**src/core/tos_defines.svh**
```systemverilog
// Offsets, field positions, reset values and timing counts of the thermal stage
`ifndef TOS_DEFINES_SVH
`define TOS_DEFINES_SVH

`define TOS_ADDR_W        8
`define TOS_OFS_CTRL      8'h00
`define TOS_OFS_ALARM1    8'h04
`define TOS_OFS_ALARM2    8'h08
`define TOS_OFS_HOLD      8'h0C
`define TOS_OFS_TRIP      8'h10
`define TOS_OFS_DELAY     8'h14
`define TOS_OFS_PICKUP    8'h18
`define TOS_OFS_STATUS    8'h1C
`define TOS_OFS_CNT0      8'h20
`define TOS_OFS_CNT_LAST  8'h30

`define TOS_CTRL_EN_LSB   0
`define TOS_CTRL_CLR_BIT  8

`define TOS_LVL_W         11
`define TOS_RST_ALARM1    11'h190
`define TOS_RST_ALARM2    11'h190
`define TOS_RST_HOLD      11'h320
`define TOS_RST_TRIP      11'h3E8
`define TOS_DELAY_W       20
`define TOS_RST_DELAY     20'h00000
`define TOS_RST_PICKUP    16'h0064

`define TOS_CUR_LIGHT     16'h0001
`define TOS_CUR_HIGH      16'h00C8
`define TOS_UNITY         16'h0064

`define TOS_CLK_PERIOD_NS 100
`define TOS_STEP_NS       5000000
`define TOS_STEP_CYC      (`TOS_STEP_NS / `TOS_CLK_PERIOD_NS)

`endif

```
**src/core/tos_pkg.sv**
```systemverilog
// Types of the thermal stage output logic
package tos_pkg;

    typedef enum logic [2:0] {
        COND_NORMAL  = 3'h0,
        COND_ALARM1  = 3'h1,
        COND_ALARM2  = 3'h2,
        COND_HOLD    = 3'h3,
        COND_TRIP    = 3'h4,
        COND_BLOCKED = 3'h5
    } tos_cond_t;

    typedef enum logic [1:0] {
        LOAD_LIGHT  = 2'h0,
        LOAD_NORMAL = 2'h1,
        LOAD_OVER   = 2'h2,
        LOAD_HIGH   = 2'h3
    } tos_load_t;

    typedef enum logic [1:0] {
        ST_IDLE    = 2'b00,
        ST_TIMING  = 2'b01,
        ST_TRIPPED = 2'b11,
        ST_BLOCKED = 2'b10
    } tos_state_t;

endpackage

```
**src/core/tos_level_out.sv**
```systemverilog
// Enableable threshold output evaluated once per program cycle
`timescale 1ns/1ps
module tos_level_out #(
    parameter int CAP_W = 12,
    parameter int LVL_W = 11
) (
    input  logic             i_clk,
    input  logic             i_resetn,
    input  logic             i_ce,
    input  logic             i_cycle,
    input  logic             i_enable,
    input  logic [CAP_W-1:0] i_capacity,
    input  logic [LVL_W-1:0] i_level,
    output logic             o_active
);

    always_ff @(posedge i_clk) begin
        if (!i_resetn) begin
            o_active <= 1'b0;
        end else if (i_ce && i_cycle) begin
            o_active <= i_enable && (i_capacity >= CAP_W'(i_level));
        end
    end

endmodule // tos_level_out

```
**src/core/tos_thermal_stage.sv**
```systemverilog
// Thermal stage outputs, trip timing, supervision and APB registers
`timescale 1ns/1ps
`include "tos_defines.svh"
module tos_thermal_stage
    import tos_pkg::*;
#(
    parameter int STEP_CYC = `TOS_STEP_CYC,
    parameter int CNT_W    = 16,
    parameter int CAP_W    = 12
) (
    input  logic                   i_clk,
    input  logic                   i_resetn,
    input  logic                   i_ce,
    input  logic                   i_psel,
    input  logic                   i_penable,
    input  logic                   i_pwrite,
    input  logic [`TOS_ADDR_W-1:0] i_paddr,
    input  logic [31:0]            i_pwdata,
    output logic [31:0]            o_prdata,
    output logic                   o_pready,
    output logic                   o_pslverr,
    input  logic                   i_cycle,
    input  logic                   i_block,
    input  logic [CAP_W-1:0]       i_capacity,
    input  logic [15:0]            i_current,
    input  logic [15:0]            i_service_factor,
    input  logic                   i_sf_valid,
    input  logic [15:0]            i_amb_k,
    input  logic                   i_amb_valid,
    input  logic [15:0]            i_inom,
    input  logic                   i_inom_valid,
    input  logic                   i_ambk_consistent,
    output logic                   o_alarm1,
    output logic                   o_alarm2,
    output logic                   o_restart_hold,
    output logic                   o_trip,
    output logic                   o_start,
    output logic                   o_blocked,
    output logic [2:0]             o_stage_condition_code,
    output logic [1:0]             o_load_class,
    output logic [3:0]             o_setting_fault_flag,
    output logic [15:0]            o_service_factor_used,
    output logic [15:0]            o_amb_k_used,
    output logic [15:0]            o_inom_used,
    output logic [4:0]             o_event_on,
    output logic [4:0]             o_event_off,
    output logic [31:0]            o_event_stamp
);

    localparam int PRE_W = (STEP_CYC > 1) ? $clog2(STEP_CYC) : 1;
    localparam int NCNT  = 5;

    function automatic logic tos_mapped(input logic [`TOS_ADDR_W-1:0] a);
        tos_mapped = (a[1:0] == 2'b00) && (a <= `TOS_OFS_CNT_LAST);
    endfunction

    logic [3:0]              enable;
    logic [`TOS_LVL_W-1:0]   level [4];
    logic [`TOS_DELAY_W-1:0] extra_trip_delay;
    logic [15:0]             pickup_cur;
    logic                    rd_ok;
    logic                    wr_acc;
    logic                    cnt_clr;
    logic [PRE_W-1:0]        pre;
    logic                    tick;
    logic [31:0]             stamp;
    logic [`TOS_DELAY_W-1:0] delay_cnt;
    tos_state_t              state;
    logic                    pickup;
    logic                    blk_smp;
    logic [2:0]              lvl_act;
    logic [4:0]              sig;
    logic [4:0]              sig_prev;
    logic [CNT_W-1:0]        counter [NCNT];
    logic [31:0]             rd_mux;
    logic [2:0]              next_cond;
    logic [1:0]              next_load;

    // APB slave: read data captured in setup, zero wait states
    assign o_pready  = rd_ok && i_ce;
    assign o_pslverr = o_pready && !tos_mapped(i_paddr);
    assign wr_acc    = i_psel && i_penable && o_pready && i_pwrite && tos_mapped(i_paddr);
    assign cnt_clr   = wr_acc && (i_paddr == `TOS_OFS_CTRL) && i_pwdata[`TOS_CTRL_CLR_BIT];

    always_ff @(posedge i_clk) begin
        if (!i_resetn) begin
            rd_ok    <= 1'b0;
            o_prdata <= 32'h00000000;
        end else if (i_ce) begin
            if (i_psel && i_penable && rd_ok) begin
                rd_ok <= 1'b0;
            end else if (i_psel) begin
                rd_ok    <= 1'b1;
                o_prdata <= rd_mux;
            end
        end
    end

    // Settings written live while the stage runs
    always_ff @(posedge i_clk) begin
        if (!i_resetn) begin
            enable           <= 4'h0;
            level[0]         <= `TOS_RST_ALARM1;
            level[1]         <= `TOS_RST_ALARM2;
            level[2]         <= `TOS_RST_HOLD;
            level[3]         <= `TOS_RST_TRIP;
            extra_trip_delay <= `TOS_RST_DELAY;
            pickup_cur       <= `TOS_RST_PICKUP;
        end else if (i_ce && wr_acc) begin
            unique case (i_paddr)
                `TOS_OFS_CTRL:   enable           <= i_pwdata[`TOS_CTRL_EN_LSB +: 4];
                `TOS_OFS_ALARM1: level[0]         <= i_pwdata[`TOS_LVL_W-1:0];
                `TOS_OFS_ALARM2: level[1]         <= i_pwdata[`TOS_LVL_W-1:0];
                `TOS_OFS_HOLD:   level[2]         <= i_pwdata[`TOS_LVL_W-1:0];
                `TOS_OFS_TRIP:   level[3]         <= i_pwdata[`TOS_LVL_W-1:0];
                `TOS_OFS_DELAY:  extra_trip_delay <= i_pwdata[`TOS_DELAY_W-1:0];
                `TOS_OFS_PICKUP: pickup_cur       <= i_pwdata[15:0];
                default: ;
            endcase
        end
    end

    always_comb begin
        rd_mux = 32'h00000000;
        if (i_paddr >= `TOS_OFS_CNT0 && tos_mapped(i_paddr)) begin
            rd_mux = 32'(counter[3'(i_paddr[4:2])]);
        end else begin
            unique case (i_paddr)
                `TOS_OFS_CTRL:   rd_mux = {28'h0000000, enable};
                `TOS_OFS_ALARM1: rd_mux = 32'(level[0]);
                `TOS_OFS_ALARM2: rd_mux = 32'(level[1]);
                `TOS_OFS_HOLD:   rd_mux = 32'(level[2]);
                `TOS_OFS_TRIP:   rd_mux = 32'(level[3]);
                `TOS_OFS_DELAY:  rd_mux = 32'(extra_trip_delay);
                `TOS_OFS_PICKUP: rd_mux = {16'h0000, pickup_cur};
                `TOS_OFS_STATUS: rd_mux = {11'h000, sig, 2'h0, blk_smp, o_start,
                                           o_setting_fault_flag, 2'h0, o_load_class,
                                           1'b0, o_stage_condition_code};
                default:         rd_mux = 32'h00000000;
            endcase
        end
    end

    // Time base: one tick per delay step, also the event time stamp
    assign tick = (pre == PRE_W'(STEP_CYC - 1));

    always_ff @(posedge i_clk) begin
        if (!i_resetn) begin
            pre   <= '0;
            stamp <= 32'h00000000;
        end else if (i_ce) begin
            if (tick) begin
                pre   <= '0;
                stamp <= stamp + 32'h00000001;
            end else begin
                pre <= pre + PRE_W'(1);
            end
        end
    end

    // Level outputs: alarm one, alarm two, restart hold
    genvar g;
    generate
        for (g = 0; g < 3; g++) begin : g_lvl
            tos_level_out #(
                .CAP_W (CAP_W),
                .LVL_W (`TOS_LVL_W)
            ) u_lvl (
                .i_clk      (i_clk),
                .i_resetn   (i_resetn),
                .i_ce       (i_ce),
                .i_cycle    (i_cycle),
                .i_enable   (enable[g]),
                .i_capacity (i_capacity),
                .i_level    (level[g]),
                .o_active   (lvl_act[g])
            );
        end
    endgenerate

    assign o_alarm1       = lvl_act[0];
    assign o_alarm2       = lvl_act[1];
    assign o_restart_hold = lvl_act[2];

    // Trip pick-up requires its enable
    assign pickup = enable[3] && (i_capacity >= CAP_W'(level[3]));

    always_ff @(posedge i_clk) begin
        if (!i_resetn) begin
            blk_smp <= 1'b0;
        end else if (i_ce && i_cycle) begin
            blk_smp <= i_block;
        end
    end

    // Trip sequence; evaluated only at a program cycle using the block level then
    always_ff @(posedge i_clk) begin
        if (!i_resetn) begin
            state <= ST_IDLE;
        end else if (i_ce && i_cycle) begin
            unique case (state)
                ST_IDLE: begin
                    if (pickup && i_block) begin
                        state <= ST_BLOCKED;
                    end else if (pickup) begin
                        state <= (extra_trip_delay == '0) ? ST_TRIPPED : ST_TIMING;
                    end
                end
                ST_TIMING: begin
                    if (!pickup || i_block) begin
                        state <= ST_IDLE;
                    end else if (delay_cnt >= extra_trip_delay) begin
                        state <= ST_TRIPPED;
                    end
                end
                ST_TRIPPED: begin
                    if (!pickup) begin
                        state <= ST_IDLE;
                    end else if (i_block) begin
                        state <= ST_BLOCKED;
                    end
                end
                ST_BLOCKED: begin
                    if (!pickup) begin
                        state <= ST_IDLE;
                    end else if (!i_block) begin
                        state <= (extra_trip_delay == '0) ? ST_TRIPPED : ST_TIMING;
                    end
                end
            endcase
        end
    end

    // Extra delay counted in steps while timing, cleared otherwise
    always_ff @(posedge i_clk) begin
        if (!i_resetn) begin
            delay_cnt <= '0;
        end else if (i_ce) begin
            if (state != ST_TIMING) begin
                delay_cnt <= '0;
            end else if (tick && delay_cnt != '1) begin
                delay_cnt <= delay_cnt + `TOS_DELAY_W'(1);
            end
        end
    end

    assign o_start   = (state == ST_TIMING) || (state == ST_TRIPPED);
    assign o_trip    = (state == ST_TRIPPED);
    assign o_blocked = (state == ST_BLOCKED);
    assign sig       = {o_blocked, o_trip, o_restart_hold, o_alarm2, o_alarm1};

    // Condition code by priority; start is not encoded, so normal also while only start is driven
    always_comb begin
        next_cond = COND_NORMAL;
        if (o_blocked) begin
            next_cond = COND_BLOCKED;
        end else if (o_trip) begin
            next_cond = COND_TRIP;
        end else if (o_restart_hold) begin
            next_cond = COND_HOLD;
        end else if (o_alarm2) begin
            next_cond = COND_ALARM2;
        end else if (o_alarm1) begin
            next_cond = COND_ALARM1;
        end
    end

    always_comb begin
        next_load = LOAD_NORMAL;
        if (i_current < `TOS_CUR_LIGHT) begin
            next_load = LOAD_LIGHT;
        end else if (i_current >= `TOS_CUR_HIGH) begin
            next_load = LOAD_HIGH;
        end else if (i_current >= pickup_cur) begin
            next_load = LOAD_OVER;
        end
    end

    always_ff @(posedge i_clk) begin
        if (!i_resetn) begin
            o_stage_condition_code <= COND_NORMAL;
            o_load_class           <= LOAD_LIGHT;
        end else if (i_ce) begin
            o_stage_condition_code <= next_cond;
            o_load_class           <= next_load;
        end
    end

    // Setting supervision: flag each fault while it stands, substitute unity for an invalid setting
    always_ff @(posedge i_clk) begin
        if (!i_resetn) begin
            o_setting_fault_flag  <= 4'h0;
            o_service_factor_used <= `TOS_UNITY;
            o_amb_k_used          <= `TOS_UNITY;
            o_inom_used           <= `TOS_UNITY;
        end else if (i_ce) begin
            o_setting_fault_flag[0] <= !i_sf_valid;
            o_setting_fault_flag[1] <= !i_amb_valid;
            o_setting_fault_flag[2] <= !i_inom_valid;
            o_setting_fault_flag[3] <= !i_ambk_consistent;
            o_service_factor_used   <= i_sf_valid ? i_service_factor : `TOS_UNITY;
            o_amb_k_used            <= i_amb_valid ? i_amb_k : `TOS_UNITY;
            o_inom_used             <= i_inom_valid ? i_inom : `TOS_UNITY;
        end
    end

    // Events on both edges of each signal, stamped with the step count
    always_ff @(posedge i_clk) begin
        if (!i_resetn) begin
            sig_prev      <= 5'h00;
            o_event_on    <= 5'h00;
            o_event_off   <= 5'h00;
            o_event_stamp <= 32'h00000000;
        end else if (i_ce) begin
            sig_prev      <= sig;
            o_event_on    <= sig & ~sig_prev;
            o_event_off   <= ~sig & sig_prev;
            o_event_stamp <= stamp;
        end
    end

    // Activation counters; a count in the clearing cycle wins
    generate
        for (g = 0; g < NCNT; g++) begin : g_cnt
            always_ff @(posedge i_clk) begin
                if (!i_resetn) begin
                    counter[g] <= '0;
                end else if (i_ce) begin
                    if (sig[g] && !sig_prev[g]) begin
                        counter[g] <= cnt_clr ? CNT_W'(1) : counter[g] + CNT_W'(1);
                    end else if (cnt_clr) begin
                        counter[g] <= '0;
                    end
                end
            end
        end
    endgenerate

endmodule // tos_thermal_stage

```
**config.mk**
```make
export PLATFORM = sky130hd
export DESIGN_NAME = tos_thermal_stage
export DESIGN_NICKNAME = d
export VERILOG_FILES = /design/src/core/tos_pkg.sv /design/src/core/tos_level_out.sv /design/src/core/tos_thermal_stage.sv
export VERILOG_INCLUDE_DIRS = /design/src /design/src/core
export SDC_FILE = /design/constraint.sdc
export NUM_CORES = 1
export LEC_CHECK = 0
export BUFFER_PORTS_ARGS = -buffer_cell sky130_fd_sc_hd__buf_4
export CAP_MARGIN = 10
export CORE_MARGIN = 2
export CORE_UTILIZATION = 45
export DETAILED_ROUTE_END_ITERATION = 8
export PLACE_DENSITY = 0.65
export SLEW_MARGIN = 30
export SYNTH_ARGS = -nofsm -noshare
export SYNTH_HDL_FRONTEND = slang
export SYNTH_SLANG_ARGS = --single-unit
export TNS_END_PERCENT = 5
```
**constraint.sdc**
```tcl
create_clock -name i_clk -period 4.2 [get_ports i_clk]
set_clock_uncertainty 0.1 [all_clocks]
set_input_delay 0.63 -clock i_clk [delete_from_list [all_inputs] [get_ports i_clk]]
set_output_delay 0.63 -clock i_clk [all_outputs]
set_load 0.03 [all_outputs]
```
==> results.yml, run 1 <==
worst_setup_path:
  critPathKind: "flip-flop to flip-flop"
  cp_max_fo: 13
  cp_data_required_time_ps: 4520
  cp_data_arrival_time_ps: 3090
  r2r_start: "pre[11]$_SDFFE_PN0P_"
  end_kind: "flip-flop"
  timing.critical_path.from_type: "flip-flop"
  startpoint: "pre[11]$_SDFFE_PN0P_"
status:
  status: "finished, final reports clean"
drt:
  ant_nets: 0
  viasPerCell: 5.53
  drc_errors: 0
  drt-total-wl_um: 50800
  vias: 14700
  drtPass1Iterations: 7
  dr.first_iter.drc_count: 1335
  wl_per_cell_um: 19.2
min_path:
  hold_start: "i_ambk_consistent"
  worstHoldPathType: "input pin to flip-flop"
synthesis:
  yosys.area_share.adder: 0.0604
  synth_compound_area_frac: 0.0998
  synthCells: 1868
  yosysTopAreaCell: "dfxtp_1"
  synth.avg_cell_area_um2: 9.75
  synth_top_family_by_area: "simple AND/OR/NAND/NOR gates"
  synthDistinctLibCells: 70
  synth_common_cells: "nor2_1, dfxtp_1, nand2_1, edfxtp_1, ha_1"
  synthXorXnorAreaFrac: 0.0596
  seq_area_frac_synth: 0.468
  synthSimpleGateAreaFrac: 0.194
  synth.area.top_cells: "dfxtp_1, edfxtp_1, ha_1, nor2_1, mux2i_1"
  syn_area_um2: 18200
  synth_edf_count: 124
  synth_mux_area_frac: 0.0764
  synthMostInstantiatedCell: "nor2_1"
  synth_seq_cells: 364
  synth_flop_cell: "dfxtp_1"
  async_flop_share: 0
  ys_warn_count: 0
  yosysTopAreaCellShare: 0.264
placed_design:
  hpwl_um: 37600
  io_buffer_count: 243
  gp_congestion: 0.928
floorplanning:
  dieArea_um2: 42100
  start_util: 0.458
  io_pins: 267
  coreArea_um2: 39800
  die_h_um: 205
  chipWidth_um: 205
  fp-row-count: 73
power:
  power_density_nw_per_um2: 361
  power_mw: 7.88
  combPwrFrac: 0.081
  p_clk_frac: 0.438
  leakagePower_nw: 8.75
  p_switching_mw: 1.90
  ir_drop_mv: 0.270
  switching_share: 0.240
  p_seq_frac: 0.481
  internal-power_mw: 5.99
timing:
  setup_viol: 0
  relSlewSlack: 0.353
  setup_tns_ps: 0
  fmax_mhz: 360
  min_period_ps: 2780
  tightest_slew_ps: 967
  min_period_over_period: 0.661
  slew_violations: 0
  rsz0062_at_grt: "no"
  finalHoldViolCount: 0
clock_tree:
  cts_made_buffers: 41
  cts_setup_buffers: 0
  clkLatencyLatePin_ps: 560
  cts_hold_buffers: 0
  clock_sinks: 364
  clkTransAtPathRegs_ps: 60
  ctsResizeCount: 0
  clock_path_buffers: 3
  clock-root-buffer: "clkbuf_16"
  htreeDepth: 2
  cts_tree: "done"
final_layout:
  drive_above_1_share: 0.182
  fin_nets: 2309
  area_delta_synth_final_pct: 19.7
  diodes: 0
global_routing:
  antenna_found_initial: 0
  first_global_vias: 14000
  gr-total-overflow: 0
  grt_max_degree: 66
  grt_usage: 0.238
  grt_pass1_wl_um: 78100
run:
  max-cap-violations: 0
[stage by stage]
| stage | hold slack [ps] | worst slack (ps) | cell area, um2 | utilization | instances |
|---|---|---|---|---|---|
| detailed placement | 357 | 974 | 20500 | 0.515 | 2575 |
| global route | 160 | 1260 | 21800 | 0.548 | 2648 |
| floorplan | 337 | 473 | 18300 | - | 1878 |
| finish | 173 | 1420 | 21800 | 0.548 | 2648 |
| global placement | 348 | 1030 | 20500 | 0.515 | 2575 |
| CTS | 144 | 1340 | 21800 | 0.547 | 2648 |
[power groups by stage]
stage	logic (mW)	registers (mW)	clock network, mW
global route	0.692	3.80	3.66
global placement	0.627	3.86	0
CTS	0.640	3.79	3.51
floorplan	0.338	3.88	0
finish	0.642	3.79	3.45
detailed placement	0.637	3.86	0
[path summary, 6_finish.rpt]
kind	to	slack (ps)	depth (start not counted)
max	stamp[9]$_SDFFE_PN0P_	1420	6
max reg2reg	stamp[9]$_SDFFE_PN0P_	1420	6
min	o_setting_fault_flag[3]$_SDFFE_PN0P_	170	2
min reg2reg	o_event_off[3]$_SDFFE_PN0P_	360	2
[metal layers]
layer	up-vias	wire [um]	track usage
met5	-	0	0
met4	0	1660	0.0904
met3	90	3580	0.0431
met2	459	23200	0.375
met1	7043	22400	0.327
li1	7061	-	-
[layout make-up]
class | count | area, um2
Multi-Input combinational cell | 1330 | 9010
Inverter | 89 | 337
Sequential cell | 364 | 8530
Clock buffer | 60 | 1180
Timing Repair Buffer | 267 | 2000
Fill cell | 3613 | 18000
Clock inverter | 13 | 98.8
Tap cell | 525 | 657
[critical path: stages, from the launching register on]
cell and delay, ps:
dfxtp_1 350, or4b_4 570, or3_4 440, nor4_4 710, nand4_1 210, xor2_1 190, nor2_1 60
[placed cells by master (no fill, tap or decap), types with 11 or more instances in the layout]
master,n
a211oi_1,13
a21o_1,16
a21oi_1,83
a22o_1,41
a22oi_1,11
and2_1,32
and3_1,43
buf_4,267
clkbuf_16,41
conb_1,11
dfxtp_1,240
edfxtp_1,124
ha_1,88
inv_1,87
mux2i_1,75
mux4_2,28
nand2_1,168
nand2b_1,19
nand3_1,79
nand4_1,35
nor2_1,249
nor3_1,15
nor4_1,16
o21ai_0,43
or3_1,23
xnor2_1,43
xor2_1,81
[sequential cells by signal, indices dropped and copies added, names as in the netlist, 20 cells and up]
register	count
stamp	32
o_prdata	21
delay_cnt	20
extra_trip_delay	20
o_event_stamp	32
level	44
counter	80
[cell families after synthesis]
| family | after synthesis |
|---|---|
| fa+ha+maj | 88 |
| xor+xnor | 124 |
| simple gates | 730 |
| compound gates | 273 |
| mux | 104 |
| other cells | 1 |
| flops | 364 |
| buf+inv | 184 |
Note: power is estimated with default switching activity, not from simulation.
==> run 2: changes to the inputs <==
--- a/config.mk
+++ b/config.mk
@@ -6,6 +6,7 @@
 export SDC_FILE = /design/constraint.sdc
 export NUM_CORES = 1
 export LEC_CHECK = 0
+export ABC_AREA = 1
 export BUFFER_PORTS_ARGS = -buffer_cell sky130_fd_sc_hd__buf_4
 export CAP_MARGIN = 10
 export CORE_MARGIN = 2
==> constraint.sdc (replaced) <==
create_clock -name i_clk -period 2.6 [get_ports i_clk]
set_clock_uncertainty 0.1 [all_clocks]
set_input_delay 0.39 -clock i_clk [delete_from_list [all_inputs] [get_ports i_clk]]
set_output_delay 0.39 -clock i_clk [all_outputs]
set_load 0.03 [all_outputs]
==> run 2 against run 1 <==
Non-clock buffer count is 83 higher. Critical endpoint is now delay_cnt[3]$_SDFFE_PN0P_. Clock power is 61% higher. Hold slack worse by 150 ps. Largest cell class unchanged. Highest routed layer unchanged. Sequential cell count stayed put. Clock-buffer cell count is 9 lower.
==> results.yml, run 2 <==
final_layout:
  fillers: 3900
  fin_nets: 2907
  final_cell_mix: "nand2_1, buf_4, inv_1"
  largestRegisters: "counter x80, level x44"
  area_delta_synth_final_pct: 22.7
  drive_above_1_share: 0.154
  largest_reg_flops: 80
  layout_commonest_cell: "nand2_1"
  largest-register: "counter"
clock_tree:
  clock_sinks: 364
  clock-root-buffer: "clkbuf_16"
  cts_tree: "done"
  htreeDepth: 2
  clkLatencyLatePin_ps: 570
  clock_path_buffers: 3
  clkTransAtPathRegs_ps: 60
  cts_made_buffers: 40
min_path:
  worstHoldPathType: "input pin to flip-flop"
placed_design:
  io_buffer_count: 243
  gp_congestion: 0.924
  hpwl_um: 45300
  dp_slack_ps: 201
timing:
  tightest_slew_ps: 783
  relSlewSlack: 0.476
  finalHoldViolCount: 0
  slew_violations: 0
  min_period_ps: 2320
  fmax_mhz: 430
  setup_viol: 0
  fin_ws_ps: 275
  rsz0062_at_grt: "no"
  min_period_over_period: 0.894
synthesis:
  synth_edf_count: 124
  synth_flop_cell: "dfxtp_1"
  synth_common_cells: "nand2_1, inv_1, dfxtp_1, a21oi_1, nor2_1"
  ys_warn_count: 0
  synthCells: 2382
  synthMostInstantiatedCell: "nand2_1"
  yosysTopAreaCellShare: 0.253
  seq_area_frac_synth: 0.448
  syn_area_um2: 19000
  synth_seq_cells: 364
  synthDistinctLibCells: 57
  synth.avg_cell_area_um2: 7.99
  async_flop_share: 0
  synth.area.top_cells: "dfxtp_1, edfxtp_1, nand2_1, a21oi_1, ha_1"
  yosysTopAreaCell: "dfxtp_1"
worst_setup_path:
  end_kind: "flip-flop"
  timing.critical_path.from_type: "flip-flop"
  cp_max_fo: 15
  path_cells: "ha_1 -> nand2_1 -> nor3_4 -> nand3_1 -> nand3b_1 -> nand2_2 -> o21ai_4 -> buf_4 -> a21oi_1 -> nor2_1"
  cp_data_required_time_ps: 2950
  cp_data_arrival_time_ps: 2670
  critPathKind: "flip-flop to flip-flop"
  cpPeakStageDelay_ps: 430
  cpMaxStageDelayCell: "dfxtp_1"
drt:
  viasPerCell: 5.53
  drt-total-wl_um: 60400
  drtPass1Iterations: 6
  ant_nets: 0
  drc_errors: 0
  dr.first_iter.drc_count: 1496
  vias: 18000
  wl_per_cell_um: 18.5
global_routing:
  antenna_found_initial: 1
  grt_max_degree: 56
  grt_pass1_wl_um: 94400
  grt_usage: 0.271
  first_global_vias: 17500
  gr-total-overflow: 0
floorplanning:
  die_h_um: 210
  chipWidth_um: 210
  coreArea_um2: 41900
  start_util: 0.455
  io_pins: 267
  dieArea_um2: 43900
  fp-row-count: 75
power:
  power_density_nw_per_um2: 546
  leakagePower_nw: 9.67
  power_mw: 12.8
  ir_drop_mv: 0.452
run:
  max-cap-violations: 0
status:
  status: "finished, final reports clean"
-- run 2: cell types whose count changed in the layout (fill, tap and decap cells not counted), sizes merged, moves of 55 or more --
| cell | previous run | this run |
|---|---|---|
| mux2i | 75 | 0 |
| nand2 | 169 | 477 |
| dlygate4sd3 | 0 | 55 |
| inv | 90 | 302 |
| o21ai | 46 | 138 |
| a21oi | 83 | 225 |
| nor3 | 21 | 79 |
-- run 2: final timing paths --
check,startpoint,end,slack (ps),cells after the start
max,delay_cnt[1]$_SDFFE_PN0P_,delay_cnt[3]$_SDFFE_PN0P_,280,10
min,i_pwdata[16],extra_trip_delay[16]$_SDFFE_PN0P_,20,3
max reg2reg,delay_cnt[1]$_SDFFE_PN0P_,delay_cnt[3]$_SDFFE_PN0P_,280,10
min reg2reg,o_event_stamp[16]$_SDFFE_PN0P_,o_event_stamp[16]$_SDFFE_PN0P_,350,2
-- run 2: cell families (layout without fill, tap and decap cells) --
kind of cell	Yosys count	count (layout)	share of synthesized area
other	1	12	0.000197
adder cells (fa/ha/maj)	88	88	0.0579
XOR/XNOR	53	53	0.0244
AO/OA/AOI/OAI	508	508	0.158
flip-flops	364	364	0.448
AND/OR/NAND/NOR	975	975	0.227
buffers and inverters	393	721	0.0844
-- run 2: repair_timing --
item	CTS	global route
hold buffers	55	0
resized for setup	0	1
hold endpoints to repair	55	0
buffers inserted	0	0
endpoints found under the setup margin	0	2
-- run 2: final cells by class --
cell class | count | area, um2 | area share
multi-input combinational | 1635 | 8940 | 0.383
sequential | 364 | 8530 | 0.365
timing repair buffer | 350 | 2800 | 0.120
inverter | 300 | 1140 | 0.0486
clock buffer | 51 | 1120 | 0.0481
tap | 539 | 674 | 0.0289
clock inverter | 20 | 145 | 0.00621
antenna | 1 | 2.50 | 0.000107
-- run 2: layer usage --
metal  vias up  GRT usage  share of wire
met5         -          0              0
met4         0     0.0946          0.032
met3       114     0.0524          0.079
met2       727      0.452           0.46
met1      8485      0.352           0.43
li1       8713          -              -
-- run 2: through the flow --
step                setup TNS (ps)  utilization  hold slack [ps]  cells  cell area, um2
floorplan                   -26270            -              331   2392           19100
global placement                 0        0.514              334   3133           21500
detailed placement               0        0.514              345   3133           21500
CTS                              0        0.558             5.46   3259           23300
global route                     0        0.558             32.7   3260           23400
finish                           0        0.558             22.0   3260           23400
-- run 2: worst max-delay path, delay by kind of cell (launching register included) --
kind	cells	cell delay [ps]
DFF	1	430
AOI/OAI and AO/OA	2	280
adders and majority gates	1	310
and+or+nand+nor	6	900
buffers and inverters	1	210
-- run 2: power by group --
part           switching, mW  leakage, nW  total (mW)  internal [mW]
registers             0.0977         3.14        6.09           5.99
logic                  0.674         5.89        1.09          0.417
clock network           2.41        0.634        5.57           3.17
total                   3.18         9.67        12.8           9.57
